## config.mk

```make
export PLATFORM = sky130hd
export DESIGN_NAME = btp_byte_timer
export DESIGN_NICKNAME = d
export VERILOG_FILES = /design/src/hdl/btp_pkg.sv /design/src/hdl/btp_byte_timer.sv
export SDC_FILE = /design/constraint.sdc
export NUM_CORES = 1
export LEC_CHECK = 0
export BUFFER_PORTS_ARGS = -buffer_cell sky130_fd_sc_hd__buf_4
export CAP_MARGIN = 20
export CORE_MARGIN = 1
export CORE_UTILIZATION = 45
export CTS_CLUSTER_SIZE = 30
export DETAILED_ROUTE_END_ITERATION = 7
export PLACE_DENSITY = 0.6
export SLEW_MARGIN = 20
export SYNTH_ARGS = -nofsm -noshare
export SYNTH_HDL_FRONTEND = slang
export SYNTH_SLANG_ARGS = --single-unit
export TNS_END_PERCENT = 1
```

## constraint.sdc

```tcl
create_clock -name clk_sys -period 4.2 [get_ports clk_sys]
set_input_delay 0.21 -clock clk_sys [delete_from_list [all_inputs] [get_ports clk_sys]]
set_output_delay 0.21 -clock clk_sys [all_outputs]
set_load 0.05 [all_outputs]
```

## src/hdl/btp_pkg.sv

```systemverilog
package btp_pkg;
  // ------------------------------------------------------------
  // bus and register map
  // ------------------------------------------------------------
  localparam int ADDR_W = 8;
  localparam int N_CH = 4;
  localparam int N_UNIT = 2;
  localparam int CNT_W = 8;
  localparam logic [7:0] OFS_START = 8'h40;
  localparam logic [7:0] OFS_STOP = 8'h44;
  localparam logic [3:0] OFS_CTRL = 4'h0;
  localparam logic [3:0] OFS_CMPA = 4'h4;
  localparam logic [3:0] OFS_CMPB = 4'h8;
  localparam logic [3:0] OFS_CNT = 4'hC;
  // ------------------------------------------------------------
  // channel control fields
  // ------------------------------------------------------------
  localparam int CTRL_W = 11;
  localparam int CKS_LSB = 0;
  localparam int CLR_LSB = 3;
  localparam int OUT_LSB = 5;
  localparam int EVT_LSB = 7;
  localparam int CASC_LSB = 9;
  localparam logic [2:0] CKS_EXT = 3'h7;
  localparam logic [1:0] CLR_A = 2'h1;
  localparam logic [1:0] CLR_B = 2'h2;
  localparam logic [1:0] CLR_EXT = 2'h3;
  localparam logic [1:0] OUT_TGL_A = 2'h1;
  localparam logic [1:0] OUT_PWM = 2'h2;
  localparam logic [1:0] OUT_TGL_B = 2'h3;
  localparam logic [1:0] EVT_START = 2'h1;
  localparam logic [1:0] EVT_COUNT = 2'h2;
  localparam logic [1:0] EVT_RESTART = 2'h3;
  localparam logic [1:0] CASC_16 = 2'h1;
  localparam logic [1:0] CASC_CMC = 2'h2;
  // ------------------------------------------------------------
  // reset values, prescaler and baud sources
  // ------------------------------------------------------------
  localparam logic [CTRL_W-1:0] RST_CTRL = 11'h000;
  localparam logic [7:0] RST_CMP = 8'hFF;
  localparam logic [7:0] CNT_MAX = 8'hFF;
  localparam int PSC_W = 13;
  localparam logic [PSC_W-1:0] DIV_MASK [7] = '{13'h0000, 13'h0001, 13'h0007,
    13'h001F, 13'h003F, 13'h03FF, 13'h1FFF};
  localparam int BAUD5_CH = 1;
  localparam int BAUD6_CH = 3;
  localparam int BAUD12_CH = 2;
endpackage : btp_pkg

```

## src/hdl/btp_byte_timer.sv

```systemverilog
// Behaviour
// internal count clock: peripheral clock divided by 1,2,8,32,64,1024,8192
// a channel may count edges of its external count clock instead
// two units of two channels, each with an 8-bit counter
// compare matches A and B per channel, or per cascaded 16-bit pair
// counter clear source: match A, match B or external reset
// each channel drives a timer output: toggle or PWM from matches
// 16-bit mode: even channel is upper byte, odd channel lower byte
// compare match count mode: odd channel counts even channel's matches
// interrupt requests for match A, match B and overflow per channel
// match A, match B and overflow of all channels go out as events
// input event starts, clocks or restarts the channel as configured
// match A and match B requests can activate the transfer controller
// match A of each unit's first channel triggers the A/D converter
// baud clocks for serial channels five, six and twelve
// each unit can be stopped by its module-stop bit
// a writable counter start register starts and stops channels
// each count edge adds one; wrap from maximum to zero flags overflow
// a match is flagged in the count cycle when counter equals constant
`timescale 1ns/1ns
module btp_byte_timer (
  input wire logic clk_sys,
  input wire logic reset_n,
  input wire logic psel,
  input wire logic penable,
  input wire logic pwrite,
  input wire logic [btp_pkg::ADDR_W-1:0] paddr,
  input wire logic [31:0] pwdata,
  input wire logic [3:0] ext_clk,
  input wire logic [3:0] ext_rst,
  input wire logic [3:0] evt_in,
  output logic [31:0] prdata,
  output logic pready,
  output logic pslverr,
  output logic [3:0] tmo,
  output logic [3:0] irq_cma,
  output logic [3:0] irq_cmb,
  output logic [3:0] irq_ovf,
  output logic [3:0] evt_cma,
  output logic [3:0] evt_cmb,
  output logic [3:0] evt_ovf,
  output logic [3:0] dtc_req,
  output logic [1:0] adc_trig,
  output logic [2:0] baud_clk
);
  logic [btp_pkg::PSC_W-1:0] psc_q;
  logic [7:0] tick;
  logic [btp_pkg::CTRL_W-1:0] ctrl_q [4];
  logic [7:0] cmpa_q [4];
  logic [7:0] cmpb_q [4];
  logic [7:0] cnt_q [4];
  logic [3:0] start_q;
  logic [1:0] stop_q;
  logic [3:0] xc_s1_q, xc_s2_q, xc_s3_q;
  logic [3:0] xr_s1_q, xr_s2_q, xr_s3_q;
  logic [3:0] xc_edge, xr_edge, run, own_edge, edge_c, ma, mb, ovf, clr, evt_rst, evt_set;
  logic [3:0] start_d;
  logic in_ch, hit, wr_en;
  logic [1:0] ch_sel;
  logic [31:0] rdata;

  // ------------------------------------------------------------
  // prescaler and pin synchronisers
  // ------------------------------------------------------------
  // free running divider; a tap fires when its low bits are all ones
  always_ff @(posedge clk_sys or negedge reset_n) begin
    if (!reset_n) begin
      psc_q <= '0;
    end else begin
      psc_q <= psc_q + 13'h0001;
    end
  end

  // one tick per divide ratio, index equals clock select code
  always_comb begin
    tick = 8'h00;
    for (int k = 0; k < 7; k++) begin
      tick[k] = (psc_q & btp_pkg::DIV_MASK[k]) == btp_pkg::DIV_MASK[k];
    end
  end

  // pins are asynchronous: two flops, then a third only for edge detect
  always_ff @(posedge clk_sys or negedge reset_n) begin
    if (!reset_n) begin
      xc_s1_q <= 4'h0;
      xc_s2_q <= 4'h0;
      xc_s3_q <= 4'h0;
      xr_s1_q <= 4'h0;
      xr_s2_q <= 4'h0;
      xr_s3_q <= 4'h0;
    end else begin
      xc_s1_q <= ext_clk;
      xc_s2_q <= xc_s1_q;
      xc_s3_q <= xc_s2_q;
      xr_s1_q <= ext_rst;
      xr_s2_q <= xr_s1_q;
      xr_s3_q <= xr_s2_q;
    end
  end

  assign xc_edge = xc_s2_q & ~xc_s3_q;
  assign xr_edge = xr_s2_q & ~xr_s3_q;

  // ------------------------------------------------------------
  // channel datapath
  // ------------------------------------------------------------
  function automatic logic clr_f(logic [1:0] s, logic a, logic b, logic x);
    return (s == btp_pkg::CLR_A && a) || (s == btp_pkg::CLR_B && b)
      || (s == btp_pkg::CLR_EXT && x);
  endfunction : clr_f

  // even channel is computed from its own clock first, so the odd channel
  // can consume its matches without a combinational loop through the pair
  always_comb begin
    logic [1:0] cs;
    logic [15:0] c16;
    logic m8a, m8b;
    cs = 2'h0;
    c16 = 16'h0000;
    m8a = 1'b0;
    m8b = 1'b0;
    for (int i = 0; i < btp_pkg::N_CH; i++) begin
      run[i] = start_q[i] & ~stop_q[i/2];
      evt_set[i] = evt_in[i] & (ctrl_q[i][btp_pkg::EVT_LSB+:2] == btp_pkg::EVT_START
        || ctrl_q[i][btp_pkg::EVT_LSB+:2] == btp_pkg::EVT_RESTART);
      evt_rst[i] = evt_in[i] & (ctrl_q[i][btp_pkg::EVT_LSB+:2] == btp_pkg::EVT_RESTART);
      if (ctrl_q[i][btp_pkg::EVT_LSB+:2] == btp_pkg::EVT_COUNT) begin
        own_edge[i] = run[i] & evt_in[i];
      end else if (ctrl_q[i][btp_pkg::CKS_LSB+:3] == btp_pkg::CKS_EXT) begin
        own_edge[i] = run[i] & xc_edge[i];
      end else begin
        own_edge[i] = run[i] & tick[ctrl_q[i][btp_pkg::CKS_LSB+:3]];
      end
    end
    for (int u = 0; u < btp_pkg::N_UNIT; u++) begin
      cs = ctrl_q[2*u+1][btp_pkg::CASC_LSB+:2];
      m8a = own_edge[2*u] & (cnt_q[2*u] == cmpa_q[2*u]);
      m8b = own_edge[2*u] & (cnt_q[2*u] == cmpb_q[2*u]);
      // odd channel: own clock, or the even channel's matches
      edge_c[2*u+1] = (cs == btp_pkg::CASC_CMC) ? (run[2*u+1] & (m8a | m8b))
        : own_edge[2*u+1];
      ma[2*u+1] = edge_c[2*u+1] & (cnt_q[2*u+1] == cmpa_q[2*u+1]);
      mb[2*u+1] = edge_c[2*u+1] & (cnt_q[2*u+1] == cmpb_q[2*u+1]);
      if (cs == btp_pkg::CASC_16) begin
        // one 16-bit counter, upper byte even, lower byte odd
        c16 = {cnt_q[2*u], cnt_q[2*u+1]};
        edge_c[2*u] = edge_c[2*u+1] & (cnt_q[2*u+1] == btp_pkg::CNT_MAX);
        ma[2*u] = edge_c[2*u+1] & (c16 == {cmpa_q[2*u], cmpa_q[2*u+1]});
        mb[2*u] = edge_c[2*u+1] & (c16 == {cmpb_q[2*u], cmpb_q[2*u+1]});
        clr[2*u] = clr_f(ctrl_q[2*u][btp_pkg::CLR_LSB+:2], ma[2*u], mb[2*u],
          xr_edge[2*u]);
        clr[2*u+1] = clr[2*u];
        ovf[2*u] = edge_c[2*u] & (cnt_q[2*u] == btp_pkg::CNT_MAX) & ~clr[2*u];
      end else begin
        edge_c[2*u] = own_edge[2*u];
        ma[2*u] = m8a;
        mb[2*u] = m8b;
        clr[2*u] = clr_f(ctrl_q[2*u][btp_pkg::CLR_LSB+:2], m8a, m8b, xr_edge[2*u]);
        clr[2*u+1] = clr_f(ctrl_q[2*u+1][btp_pkg::CLR_LSB+:2], ma[2*u+1],
          mb[2*u+1], xr_edge[2*u+1]);
        ovf[2*u] = edge_c[2*u] & (cnt_q[2*u] == btp_pkg::CNT_MAX) & ~clr[2*u];
      end
      ovf[2*u+1] = edge_c[2*u+1] & (cnt_q[2*u+1] == btp_pkg::CNT_MAX) & ~clr[2*u+1];
    end
  end

  // software write wins over counting so a preset value is never lost
  always_ff @(posedge clk_sys or negedge reset_n) begin
    if (!reset_n) begin
      for (int i = 0; i < btp_pkg::N_CH; i++) begin
        cnt_q[i] <= 8'h00;
      end
    end else begin
      for (int i = 0; i < btp_pkg::N_CH; i++) begin
        if (wr_en && in_ch && ch_sel == i && paddr[3:0] == btp_pkg::OFS_CNT) begin
          cnt_q[i] <= pwdata[7:0];
        end else if (clr[i] || evt_rst[i]) begin
          cnt_q[i] <= 8'h00;
        end else if (edge_c[i]) begin
          cnt_q[i] <= cnt_q[i] + 8'h01;
        end
      end
    end
  end

  // ------------------------------------------------------------
  // event, request and pin outputs
  // ------------------------------------------------------------
  // all requests are one-cycle pulses, one clock after the match
  always_ff @(posedge clk_sys or negedge reset_n) begin
    if (!reset_n) begin
      irq_cma <= 4'h0;
      irq_cmb <= 4'h0;
      irq_ovf <= 4'h0;
      evt_cma <= 4'h0;
      evt_cmb <= 4'h0;
      evt_ovf <= 4'h0;
      dtc_req <= 4'h0;
      adc_trig <= 2'h0;
    end else begin
      irq_cma <= ma;
      irq_cmb <= mb;
      irq_ovf <= ovf;
      evt_cma <= ma;
      evt_cmb <= mb;
      evt_ovf <= ovf;
      dtc_req <= ma | mb;
      adc_trig <= {ma[2], ma[0]};
    end
  end

  // baud clocks toggle on match A, so a serial clock is half the match rate
  always_ff @(posedge clk_sys or negedge reset_n) begin
    if (!reset_n) begin
      baud_clk <= 3'h0;
    end else begin
      baud_clk <= baud_clk ^ {ma[btp_pkg::BAUD12_CH], ma[btp_pkg::BAUD6_CH],
        ma[btp_pkg::BAUD5_CH]};
    end
  end

  // pwm: high on match A, low on match B; A wins if both land together
  always_ff @(posedge clk_sys or negedge reset_n) begin
    if (!reset_n) begin
      tmo <= 4'h0;
    end else begin
      for (int i = 0; i < btp_pkg::N_CH; i++) begin
        unique case (ctrl_q[i][btp_pkg::OUT_LSB+:2])
          btp_pkg::OUT_TGL_A: tmo[i] <= tmo[i] ^ ma[i];
          btp_pkg::OUT_PWM: tmo[i] <= ma[i] | (tmo[i] & ~mb[i]);
          btp_pkg::OUT_TGL_B: tmo[i] <= tmo[i] ^ mb[i];
          default: tmo[i] <= 1'b0;
        endcase
      end
    end
  end

  // ------------------------------------------------------------
  // apb slave
  // ------------------------------------------------------------
  // decode and read mux; unaligned or unmapped addresses answer pslverr
  always_comb begin
    ch_sel = paddr[5:4];
    in_ch = paddr < btp_pkg::OFS_START;
    hit = (paddr[1:0] == 2'h0)
      && (in_ch || paddr == btp_pkg::OFS_START || paddr == btp_pkg::OFS_STOP);
    wr_en = psel & penable & pready & pwrite & hit;
    rdata = 32'h0000_0000;
    if (in_ch) begin
      unique case (paddr[3:0])
        btp_pkg::OFS_CTRL: rdata[btp_pkg::CTRL_W-1:0] = ctrl_q[ch_sel];
        btp_pkg::OFS_CMPA: rdata[7:0] = cmpa_q[ch_sel];
        btp_pkg::OFS_CMPB: rdata[7:0] = cmpb_q[ch_sel];
        btp_pkg::OFS_CNT: rdata[7:0] = cnt_q[ch_sel];
        default: rdata = 32'h0000_0000;
      endcase
    end else if (paddr == btp_pkg::OFS_START) begin
      rdata[3:0] = start_q;
    end else if (paddr == btp_pkg::OFS_STOP) begin
      rdata[1:0] = stop_q;
    end
  end

  // one wait state: pready rises in the second access cycle
  always_ff @(posedge clk_sys or negedge reset_n) begin
    if (!reset_n) begin
      pready <= 1'b0;
      pslverr <= 1'b0;
      prdata <= 32'h0000_0000;
    end else begin
      pready <= psel & penable & ~pready;
      pslverr <= psel & penable & ~pready & ~hit;
      if (psel && penable && !pready) begin
        prdata <= rdata;
      end
    end
  end

  // configuration registers
  always_ff @(posedge clk_sys or negedge reset_n) begin
    if (!reset_n) begin
      for (int i = 0; i < btp_pkg::N_CH; i++) begin
        ctrl_q[i] <= btp_pkg::RST_CTRL;
        cmpa_q[i] <= btp_pkg::RST_CMP;
        cmpb_q[i] <= btp_pkg::RST_CMP;
      end
      stop_q <= 2'h0;
    end else begin
      for (int i = 0; i < btp_pkg::N_CH; i++) begin
        if (wr_en && in_ch && ch_sel == i) begin
          if (paddr[3:0] == btp_pkg::OFS_CTRL) begin
            ctrl_q[i] <= pwdata[btp_pkg::CTRL_W-1:0];
          end
          if (paddr[3:0] == btp_pkg::OFS_CMPA) begin
            cmpa_q[i] <= pwdata[7:0];
          end
          if (paddr[3:0] == btp_pkg::OFS_CMPB) begin
            cmpb_q[i] <= pwdata[7:0];
          end
        end
      end
      if (wr_en && paddr == btp_pkg::OFS_STOP) begin
        stop_q <= pwdata[1:0];
      end
    end
  end

  // start bits: an event that sets a bit beats a software clear
  always_comb begin
    start_d = start_q;
    if (wr_en && paddr == btp_pkg::OFS_START) begin
      start_d = pwdata[3:0];
    end
    start_d = start_d | evt_set;
  end

  always_ff @(posedge clk_sys or negedge reset_n) begin
    if (!reset_n) begin
      start_q <= 4'h0;
    end else begin
      start_q <= start_d;
    end
  end

  // ------------------------------------------------------------
  // assertions
  // ------------------------------------------------------------
  div_two_tick_a: assert property (@(posedge clk_sys) disable iff (!reset_n)
    tick[1] |=> !tick[1]) else $error("divide-by-two tick not alternating");
  count_step_a: assert property (@(posedge clk_sys) disable iff (!reset_n)
    edge_c[0] && !clr[0] && !evt_rst[0] && !wr_en |=> cnt_q[0] == $past(cnt_q[0]) + 8'h01)
    else $error("counter did not step by one");
  ovf_wrap_a: assert property (@(posedge clk_sys) disable iff (!reset_n)
    ovf[1] && !wr_en |=> cnt_q[1] == 8'h00 && irq_ovf[1] ##1 !irq_ovf[1])
    else $error("overflow without wrap to zero");
  clear_on_a_a: assert property (@(posedge clk_sys) disable iff (!reset_n)
    ma[2] && ctrl_q[2][btp_pkg::CLR_LSB+:2] == btp_pkg::CLR_A && !wr_en
    |=> cnt_q[2] == 8'h00) else $error("match A did not clear counter");
  cmc_count_a: assert property (@(posedge clk_sys) disable iff (!reset_n)
    ctrl_q[1][btp_pkg::CASC_LSB+:2] == btp_pkg::CASC_CMC && run[1] && (ma[0] || mb[0])
    && !clr[1] && !evt_rst[1] && !wr_en |=> cnt_q[1] == $past(cnt_q[1]) + 8'h01)
    else $error("odd channel missed even match");
  irq_evt_a: assert property (@(posedge clk_sys) disable iff (!reset_n)
    ma[3] |=> irq_cma[3] && evt_cma[3] && dtc_req[3]) else $error("match A not reported");
  adc_trig_a: assert property (@(posedge clk_sys) disable iff (!reset_n)
    adc_trig == {$past(ma[2]), $past(ma[0])}) else $error("adc trigger wrong");
  unit_stop_a: assert property (@(posedge clk_sys) disable iff (!reset_n)
    stop_q[1] |-> edge_c[3:2] == 2'h0) else $error("stopped unit still counting");
  evt_start_a: assert property (@(posedge clk_sys) disable iff (!reset_n)
    evt_in[0] && ctrl_q[0][btp_pkg::EVT_LSB+:2] == btp_pkg::EVT_START |=> start_q[0])
    else $error("start event lost");
  apb_wait_a: assert property (@(posedge clk_sys) disable iff (!reset_n)
    psel && penable && !pready |=> pready ##1 !pready) else $error("apb answer timing");
endmodule : btp_byte_timer

```

## After elaboration in Yosys (flattened, before gate mapping)

Cells that the tools add are included.

- Input port bits: 57
- Logic and storage cells: 351
- Flip-flop bits (word level): 242
- Output and inout port bits: 71

- Bitwise logic cells: 96
- Equality and inequality tests: 73
- Multiplexer cells: 64
- Order comparisons: 6
- Reductions and logical operators: 72
- Add/sub/neg operators: 5

Operators by type and width:

| kind | number |
|---|---|
| 8-bit 2-to-1 mux | 18 |
| 16-bit == test | 4 |
| 8-bit == test | 8 |
| 1-bit AND | 60 |
| 2-bit == test, second input constant | 28 |
| 8-bit binary-select mux with 2-bit select | 3 |
| 8-bit by 1-bit adder with 8-bit output, second input constant | 4 |
| 8-bit == test, second input constant | 4 |
| 8-bit one-hot mux with 4 select lines | 1 |
| 2-bit by 1-bit == test with 1-bit output, second input constant | 15 |
| 1-bit logical AND | 30 |
| 2-bit AND reduction | 12 |
| 11-bit binary-select mux with 2-bit select | 1 |
| 1-bit logical OR | 22 |
| 1-bit 2-to-1 mux | 22 |
| 11-bit 2-to-1 mux | 2 |
| 8-bit by 7-bit == test with 1-bit output, second input constant | 2 |
| 3-bit by 4-bit less-than comparator with 1-bit output, second input constant | 4 |
| 3-bit == test, second input constant | 5 |
| 1-bit NOT | 14 |
| 13-bit by 1-bit adder with 13-bit output, second input constant | 1 |
| 13-bit == test, second input constant | 1 |
| 1-bit binary-select mux with 3-bit select | 4 |
| 1-bit one-hot mux with 3 select lines | 4 |
| other kinds (22) | 47 |

## Depth between registers and ports, before layout

Gate-level depths: netlist (run 1).

- Depth after elaboration: 18
- Mapped depth: 13
- Gate-level depth less buffers: 11

## Worst setup path before layout (run 1)

No wires, ideal clock.

- Path kind: register to register
- From: register psc_q[0] (netlist name)
- To: register cnt_q[18] (netlist name)
- Library setup time: 94 ps
- Required time: 4106 ps
- Path buffers: 2
- Setup slack: 1356 ps
- Stages on the path, launching flop included: 14
- Arrival: 2750 ps
- Cell sequence: dfrtp_1 -> ha_1 -> and3_1 -> ha_1 -> inv_1 -> o21ai_1 -> a221oi_1 -> a211oi_2 -> or2_1 -> buf_2 -> a31oi_1 -> clkbuf_1 -> o211ai_1 -> a211oi_1

- Cells in the longest elaborated chain, start to end: 18
- Elaborated cells between the ends (all ways): 37

RTL lines:

| element | line | text |
|---|---|---|
| start: declaration | btp_byte_timer.sv:46 | `logic [btp_pkg::PSC_W-1:0] psc_q;` |
| start signal: assignment | btp_byte_timer.sv:70 | `psc_q <= psc_q + 13'h0001;` |
| 13-bit == test (tied with other cells) | btp_byte_timer.sv:78 | `tick[k] = (psc_q & btp_pkg::DIV_MASK[k]) == btp_pkg::DIV_MASK[k];` |
| 1-bit binary-select mux with 3-bit select | btp_byte_timer.sv:132 | `own_edge[i] = run[i] & tick[ctrl_q[i][btp_pkg::CKS_LSB+:3]];` |
| 1-bit 2-to-1 mux (not written as such) | btp_byte_timer.sv:132 |  |
| 1-bit AND | btp_byte_timer.sv:132 |  |
| 1-bit 2-to-1 mux | btp_byte_timer.sv:129 | `end else if (ctrl_q[i][btp_pkg::CKS_LSB+:3] == btp_pkg::CKS_EXT) begin` |
| 1-bit 2-to-1 mux | btp_byte_timer.sv:127 | `if (ctrl_q[i][btp_pkg::EVT_LSB+:2] == btp_pkg::EVT_COUNT) begin` |
| 1-bit AND, on equally long branches | btp_byte_timer.sv:137, btp_byte_timer.sv:138 |  |
| 1-bit OR | btp_byte_timer.sv:140 | `edge_c[2*u+1] = (cs == btp_pkg::CASC_CMC) ? (run[2*u+1] & (m8a \| m8b))` |
| [2 not listed] | -- |  |
| 1-bit AND, on equally long branches | -- |  |
| 1-bit logical AND | btp_byte_timer.sv:108 | `return (s == btp_pkg::CLR_A && a) \|\| (s == btp_pkg::CLR_B && b)` |
| 1-bit logical OR | btp_byte_timer.sv:108 |  |
| 1-bit logical OR | btp_byte_timer.sv:109 | `\|\| (s == btp_pkg::CLR_EXT && x);` |
| 2-bit 2-to-1 mux | btp_byte_timer.sv:144 | `if (cs == btp_pkg::CASC_16) begin` |
| 1-bit logical OR | btp_byte_timer.sv:177 | `end else if (clr[i] \|\| evt_rst[i]) begin` |
| 8-bit 2-to-1 mux | btp_byte_timer.sv:177 |  |
| 8-bit 2-to-1 mux | btp_byte_timer.sv:175 | `if (wr_en && in_ch && ch_sel == i && paddr[3:0] == btp_pkg::OFS_CNT) begin` |
| end signal: indexed assignment | btp_byte_timer.sv:176 | `cnt_q[i] <= pwdata[7:0];` |
| end signal: indexed assignment | btp_byte_timer.sv:180 | `cnt_q[i] <= cnt_q[i] + 8'h01;` |
| end: declaration | btp_byte_timer.sv:51 | `logic [7:0] cnt_q [4];` |

Every way passes the cells marked *; elsewhere a longest branch is shown, timed or not. The select of a mux whose other input is x is not followed.
A chain may end at the register's enable or synchronous reset.

## Final worst setup path (run 1)

Ends and elaborated chain as after synthesis.

==> qor.yml, run 1 <==
yosys:
  ys_seq_elements: 219
  synth_top_area_share_pct: 31.8
  synthCells: 1095
  yosys.area.top_type: "dfrtp_1"
  synth-async-reset-ratio_pct: 100
  synth_area_um2: 12200
  synth_commonest_cells: "dfrtp_1, mux2_2, nand2_1, dfstp_2, xor2_1"
  yosys_warnings: 0
  avgSynthCellArea_um2: 11.1
  yosysMostFrequentCell: "dfrtp_1"
  synthFlopType: "dfrtp_1"
  synth_area_leaders: "dfrtp_1, dfstp_2, mux2_2, mux4_2, xor2_1"
  synth-seq-area-share_pct: 45.6
  yosysUniqueCellTypes: 85
  synth_edf_count: 0
worst_hold_path:
  hp-class: "input pin to register"
finish:
  final_util_pct: 53.0
  antennaDiodeCount: 0
  seq_area_um2: 5560
  nets: 1220
  layout-drive-gt1-share_pct: 31.0
  multi_input_area_um2: 6070
  fillers: 2331
  area_growth_pct: 14.4
drt:
  ant_nets: 0
  viasPerCell: 6.03
  firstDrtPassIters: 5
  drc: 0
  drt_iter0_drc: 936
  drt-total-wl_um: 35100
  post_drt_wl_per_cell_um: 23.3
  via_count: 9108
cts:
  cts.htree.levels: 1
  cts_resized: 0
  numCtsBuffers: 25
  cts.sinks: 219
  cts_buffer_depth: 3
  insertion_delay_ps: 540
  cts_tree: "yes"
  clkTransAtPathRegs_ps: 60
  cts-root-buf: "clkbuf_16"
sta:
  drv_slew: 0
  finClkSkew_ps: 14.0
  worst_pin_slew_ps: 1030
  period_needed_ps: 3720
  fmax_mhz: 269
  rsz0062_at_grt: "false"
  finalSetupTns_ps: 0
  hold_viol: 0
  relSlewSlack_pct: 31.1
  period_share_pct: 88.5
  setup_ws_ps: 483
  setup_violations: 0
global_route:
  grt_pass1_wl_um: 54700
  grt_pass1_vias: 8844
  grt_use_met1_pct: 36.3
  grt_max_degree: 125
  antenna_found_initial: 0
  grtUsageMet2_pct: 40.6
  grt.total_usage_pct: 25.8
  busiest_layer: "met2"
  use_met3_pct: 3.56
  grt_overflow_total: 0
placement:
  post-place-ws_ps: 642
  routabilityCongestion: 0.897
  hpwl_um: 24600
  numPortBuffers: 85
setup_path:
  worst-setup-path-type: "register to register"
  crit_path_end_kind: "register"
  arrival_ps: 4150
  worst-path-max-fanout: 11
  cp.required_ps: 4630
  worstSetupStartpointType: "register"
pwr:
  total_power_mw: 5.64
  sw_frac_of_total_pct: 28.2
  clkPwrFrac_pct: 42.2
  internal_power_mw: 4.05
  p_per_area_nw_per_um2: 404
  combinationalPowerShare_pct: 14.3
  power.leakage_nw: 6.14
  seqPwrFrac_pct: 43.5
  peakVddDrop_uv: 293
  power.switching_mw: 1.59
outcome:
  status: "complete, no violations"
die:
  core-area_um2: 26400
  io_pins: 128
  fp.dieH_um: 167
  die_x_um: 167
  num_rows: 59
  start_util_pct: 46.3
  dieArea_um2: 27800
flow_run:
  cap_violations: 0
## placed cells by master (no fill, tap or decap), types with 14 or more instances in the layout
cell	count
dfrtp_1	155
mux2_2	101
buf_4	93
nand2_1	90
dfstp_2	64
xor2_1	51
nor2_1	41
xnor2_1	38
o21ai_0	35
mux4_2	34
inv_1	30
nand3_1	25
clkbuf_16	25
o21ai_1	23
conb_1	21
a21oi_1	20
and3_1	19
nand4_1	17
o211ai_1	16
a22oi_1	16
dlygate4sd3_1	16
nor4_1	15
a31oi_1	14
nor3_1	14
## layout make-up
class	count	share of cell area, %
clock buffers	34	5.08
clock inverters	12	1.40
inverters	30	0.807
multi-input cells	769	43.5
flip-flops and latches	219	39.8
well taps	335	3.00
repair buffers	111	6.40
## through the flow
step / cell area, µm² / hold slack (ps) / instances
after floorplan: 12300 / -85.6 / 1115
after global placement: 12900 / 319 / 1448
after detailed placement: 12900 / 321 / 1448
after CTS: 14000 / 34.8 / 1510
after global routing: 14000 / 59.0 / 1510
final: 14000 / 46.4 / 1510
## critical path, stage by stage (launching register included)
cell and delay (ps):
dfrtp_1 440, ha_1 280, and3_1 160, ha_1 190, inv_1 110, o21ai_1 70
a311oi_1 570, a21o_1 210, o21ai_1 240, a31oi_1 890, o211ai_1 160, a211oi_1 270
## final timing paths
kind	startpoint	endpoint	slack (ps)	cells after the start
setup / recovery	psc_q[0]	cnt_q[18]	480	11
hold / removal	paddr[6]	pslverr	50	3
setup reg to reg	psc_q[0]	cnt_q[18]	480	11
hold reg to reg	xc_s1_q[1]	xc_s2_q[1]	340	0
max in group asynchronous	reset_n	cmpa_q[22]	2690	3
min in group asynchronous	reset_n	evt_cma[1]	370	2
## per-layer routing
layer  wire length, µm  share of wire (%)  up-vias
li1                  -                  -     4091
met1             15400                 44     4605
met2             16100                 46      338
met3              2170                6.2       74
met4              1480                4.2        0
met5                 0                  0        -
## cells by family (layout without fill, tap and decap cells)
group / Yosys count / count (layout) / synth area share, %
AND/OR/NAND/NOR: 302 / 302 / 13.1
flip-flops: 219 / 219 / 45.6
AO/OA/AOI/OAI: 201 / 201 / 11.9
multiplexers: 147 / 147 / 16.7
buffers and inverters: 127 / 187 / 5.33
XOR/XNOR: 91 / 91 / 6.66
adder cells (fa/ha/maj): 7 / 7 / 0.718
other: 1 / 21 / 0.0307
## what timing repair did
action,4_1_cts,5_1_grt
endpoints found under the hold margin,107,0
setup buffers,0,0
hold buffers,16,0
## sequential cells by signal, indices dropped and copies added, names as in the netlist, 11 cells and up
signal,cells
cmpa_q,32
cmpb_q,32
cnt_q,32
ctrl_q,44
prdata,11
psc_q,13
## power groups by stage
stage | Combinational, mW | Sequential (mW) | Clock (mW)
2_1_floorplan | 0.652 | 2.36 | 0
3_5_place_dp | 0.792 | 2.48 | 0
5_1_grt | 0.889 | 2.47 | 2.52
4_1_cts | 0.807 | 2.45 | 2.43
3_3_place_gp | 0.780 | 2.48 | 0
6_report | 0.805 | 2.45 | 2.38
Note: power is estimated with default switching activity, not from simulation.
==> run 2: changes to the inputs <==
PLACE_DENSITY = 0.65   (was 0.6)
==> qor.yml, run 2 (synthesized netlist as in run 1, its figures left out) <==
setup_path:
  crit_top_cell: "ha_1"
  cp.required_ps: 4630  # about the same
  r2r-start: "psc_q[0]"
  reg2reg_setup_slack_ps: 690  # +210 ps
  worstRegToRegCells: 11  # unchanged
  worstSetupStartpointType: "register"
  arrival_ps: 3940  # -210 ps
  cpMaxStageDelayCell: "a311oi_1"
  crit_path_end_kind: "register"
  slowest_delay_ps: 590  # -300 ps
  reg2reg_to: "cnt_q[18]"
  worst-setup-path-type: "register to register"
  worst-path-max-fanout: 11  # unchanged
  crit_chain: "ha_1 -> and3_1 -> ha_1 -> inv_1 -> o21ai_1 -> a311oi_1 -> nand2_1 -> a2111oi_2 -> or2_1 -> o211ai_1 -> a211oi_1"
cts:
  clkTransAtPathRegs_ps: 60  # about the same
  cts_buffer_depth: 3  # unchanged
  cts_resized: 0  # unchanged
  cts.htree.levels: 1  # unchanged
  cts_tree: "yes"
  cts-root-buf: "clkbuf_16"
  cts.sinks: 219  # unchanged
  numCtsBuffers: 25  # unchanged
  insertion_delay_ps: 540  # about the same
  post_cts_buffers: 0  # unchanged
drt:
  post_drt_wl_per_cell_um: 22.9  # -1.4%
  drt-total-wl_um: 34700  # -1.2%
  viasPerCell: 6.07  # +0.60%
  drc: 0  # unchanged
  firstDrtPassIters: 5  # unchanged
  ant_nets: 0  # unchanged
  drt_iter0_drc: 757  # -19%
  via_count: 9181  # +0.80%
pwr:
  clkPwrFrac_pct: 40.3  # -1.9 points
  sw_frac_of_total_pct: 28.9  # +0.75 points
  seqPwrFrac_pct: 44.1  # +0.6 points
  internal_power_mw: 3.90  # -3.9%
  total_power_mw: 5.48  # -2.9%
  power.leakage_nw: 6.11  # -0.55%
  p_per_area_nw_per_um2: 395  # -2.4%
  combinationalPowerShare_pct: 15.6  # +1.3 points
  peakVddDrop_uv: 361  # +23%
  power.switching_mw: 1.59  # -0.27%
worst_hold_path:
  min_to: "cnt_q[15]"
  hp-class: "input pin to register"
  worstHoldStart: "pwdata[7]"
  hold_depth: 3  # unchanged
sta:
  period_needed_ps: 3510  # -212 ps
  hold_viol: 0  # unchanged
  rsz0062_at_grt: "false"
  drv_slew: 0  # unchanged
  finClkSkew_ps: 21.6  # +7.60 ps
  setup_violations: 0  # unchanged
  finalSetupTns_ps: 0  # unchanged
  setup_ws_ps: 695  # +212 ps
  worst_pin_slew_ps: 1110  # +80.6 ps
  period_share_pct: 83.5  # -5.0 points
  fmax_mhz: 285  # +6.0%
  relSlewSlack_pct: 25.6  # -5.5 points
global_route:
  grt.total_usage_pct: 25.6  # -0.22 points
  antenna_found_initial: 0  # unchanged
  grt_pass1_wl_um: 54900  # +0.35%
  grt_pass1_vias: 9094  # +2.8%
  grt_max_degree: 118  # -5.6%
  grt_overflow_total: 0  # unchanged
finish:
  final_util_pct: 52.7  # -0.25 points
  final_cell_mix: "dfrtp_1, mux2_2, buf_4"
  largest_register_ffs: 44  # unchanged
  layout.cells.most_common: "dfrtp_1"
  area_growth_pct: 13.9
  nets: 1224  # +0.33%
  postLayoutCellArea_um2: 13900  # -0.47%
  regMostFlops: "ctrl_q"
  layout-drive-gt1-share_pct: 30.9  # -0.079 points
  antennaDiodeCount: 0  # unchanged
placement:
  dpl_cell_area_um2: 12900  # +0.14%
  post-place-ws_ps: 735  # +93.2 ps
  numPortBuffers: 85  # unchanged
  routabilityCongestion: 0.911  # +1.6%
  hpwl_um: 24300  # -0.92%
die:
  die_x_um: 167  # unchanged
  fp.dieH_um: 167  # unchanged
  io_pins: 128  # unchanged
  dieArea_um2: 27800  # unchanged
  start_util_pct: 46.3  # unchanged
  core-area_um2: 26400  # unchanged
  num_rows: 59  # unchanged
outcome:
  status: "complete, no violations"
flow_run:
  cap_violations: 0  # unchanged
run 2: cell types whose count changed in the layout (fill, tap and decap cells not counted), sizes merged:
cell and change:
buf +4, inv +1, bufinv -2, clkinvlp +2, clkbuf -2
run 2: power groups by stage:
stage	logic, mW	registers [mW]	clock network, mW
final	0.856	2.42	2.21
after detailed placement	0.839	2.45	0
after global routing	0.933	2.43	2.32
after CTS	0.853	2.41	2.24
after global placement	0.827	2.45	0
after floorplan	0.652	2.36	0
run 2: area by class of cell:
cell class / instances / area (µm²)
fillers: 2301 / 12500
multi-input cells: 769 / 6070
flip-flops and latches: 219 / 5560
repair buffers: 115 / 911
clock buffers: 32 / 672
well taps: 335 / 419
clock inverters: 13 / 154
inverters: 30 / 113
run 2: stage by stage:
step / instances / hold slack, ps
2_1_floorplan: 1115 / -85.6
3_3_place_gp: 1452 / 319
3_5_place_dp: 1452 / 320
4_1_cts: 1513 / 39.6
5_1_grt: 1513 / 61.9
6_report: 1513 / 60.4
run 2: worst max-delay path: cells and delay by family (launching register included):
kind	cells	cell delay, ps
buffers and inverters	1	120
adder cells (fa/ha/maj)	2	470
flip-flops	1	440
AO/OA/AOI/OAI	5	1590
AND/OR/NAND/NOR	3	760
run 2: worst max path at each step:
stage	from	end	cells past startpoint	slack, ps
after floorplan	psc_q[0]	cnt_q[18]	13	1360
after global placement	psc_q[0]	cnt_q[18]	11	850
after detailed placement	psc_q[0]	cnt_q[18]	11	740
after CTS	psc_q[0]	cnt_q[18]	11	730
after global routing	psc_q[0]	cnt_q[17]	11	440
final	psc_q[0]	cnt_q[18]	11	690
run 2: what timing repair did:
| item | 4_1_cts | 5_1_grt |
|---|---|---|
| hold endpoints to repair | 138 | 0 |
| hold buffers | 16 | 0 |
| endpoints found under the setup margin | 0 | 0 |
run 2: metal layers:
layer  track usage [%]  up-vias  wire length (µm)
li1                  -     4091                 -
met1              36.2     4646             15300
met2              40.5      380             16100
met3              3.85       64              2380
met4              8.21        0               975
met5                 0        -                 0
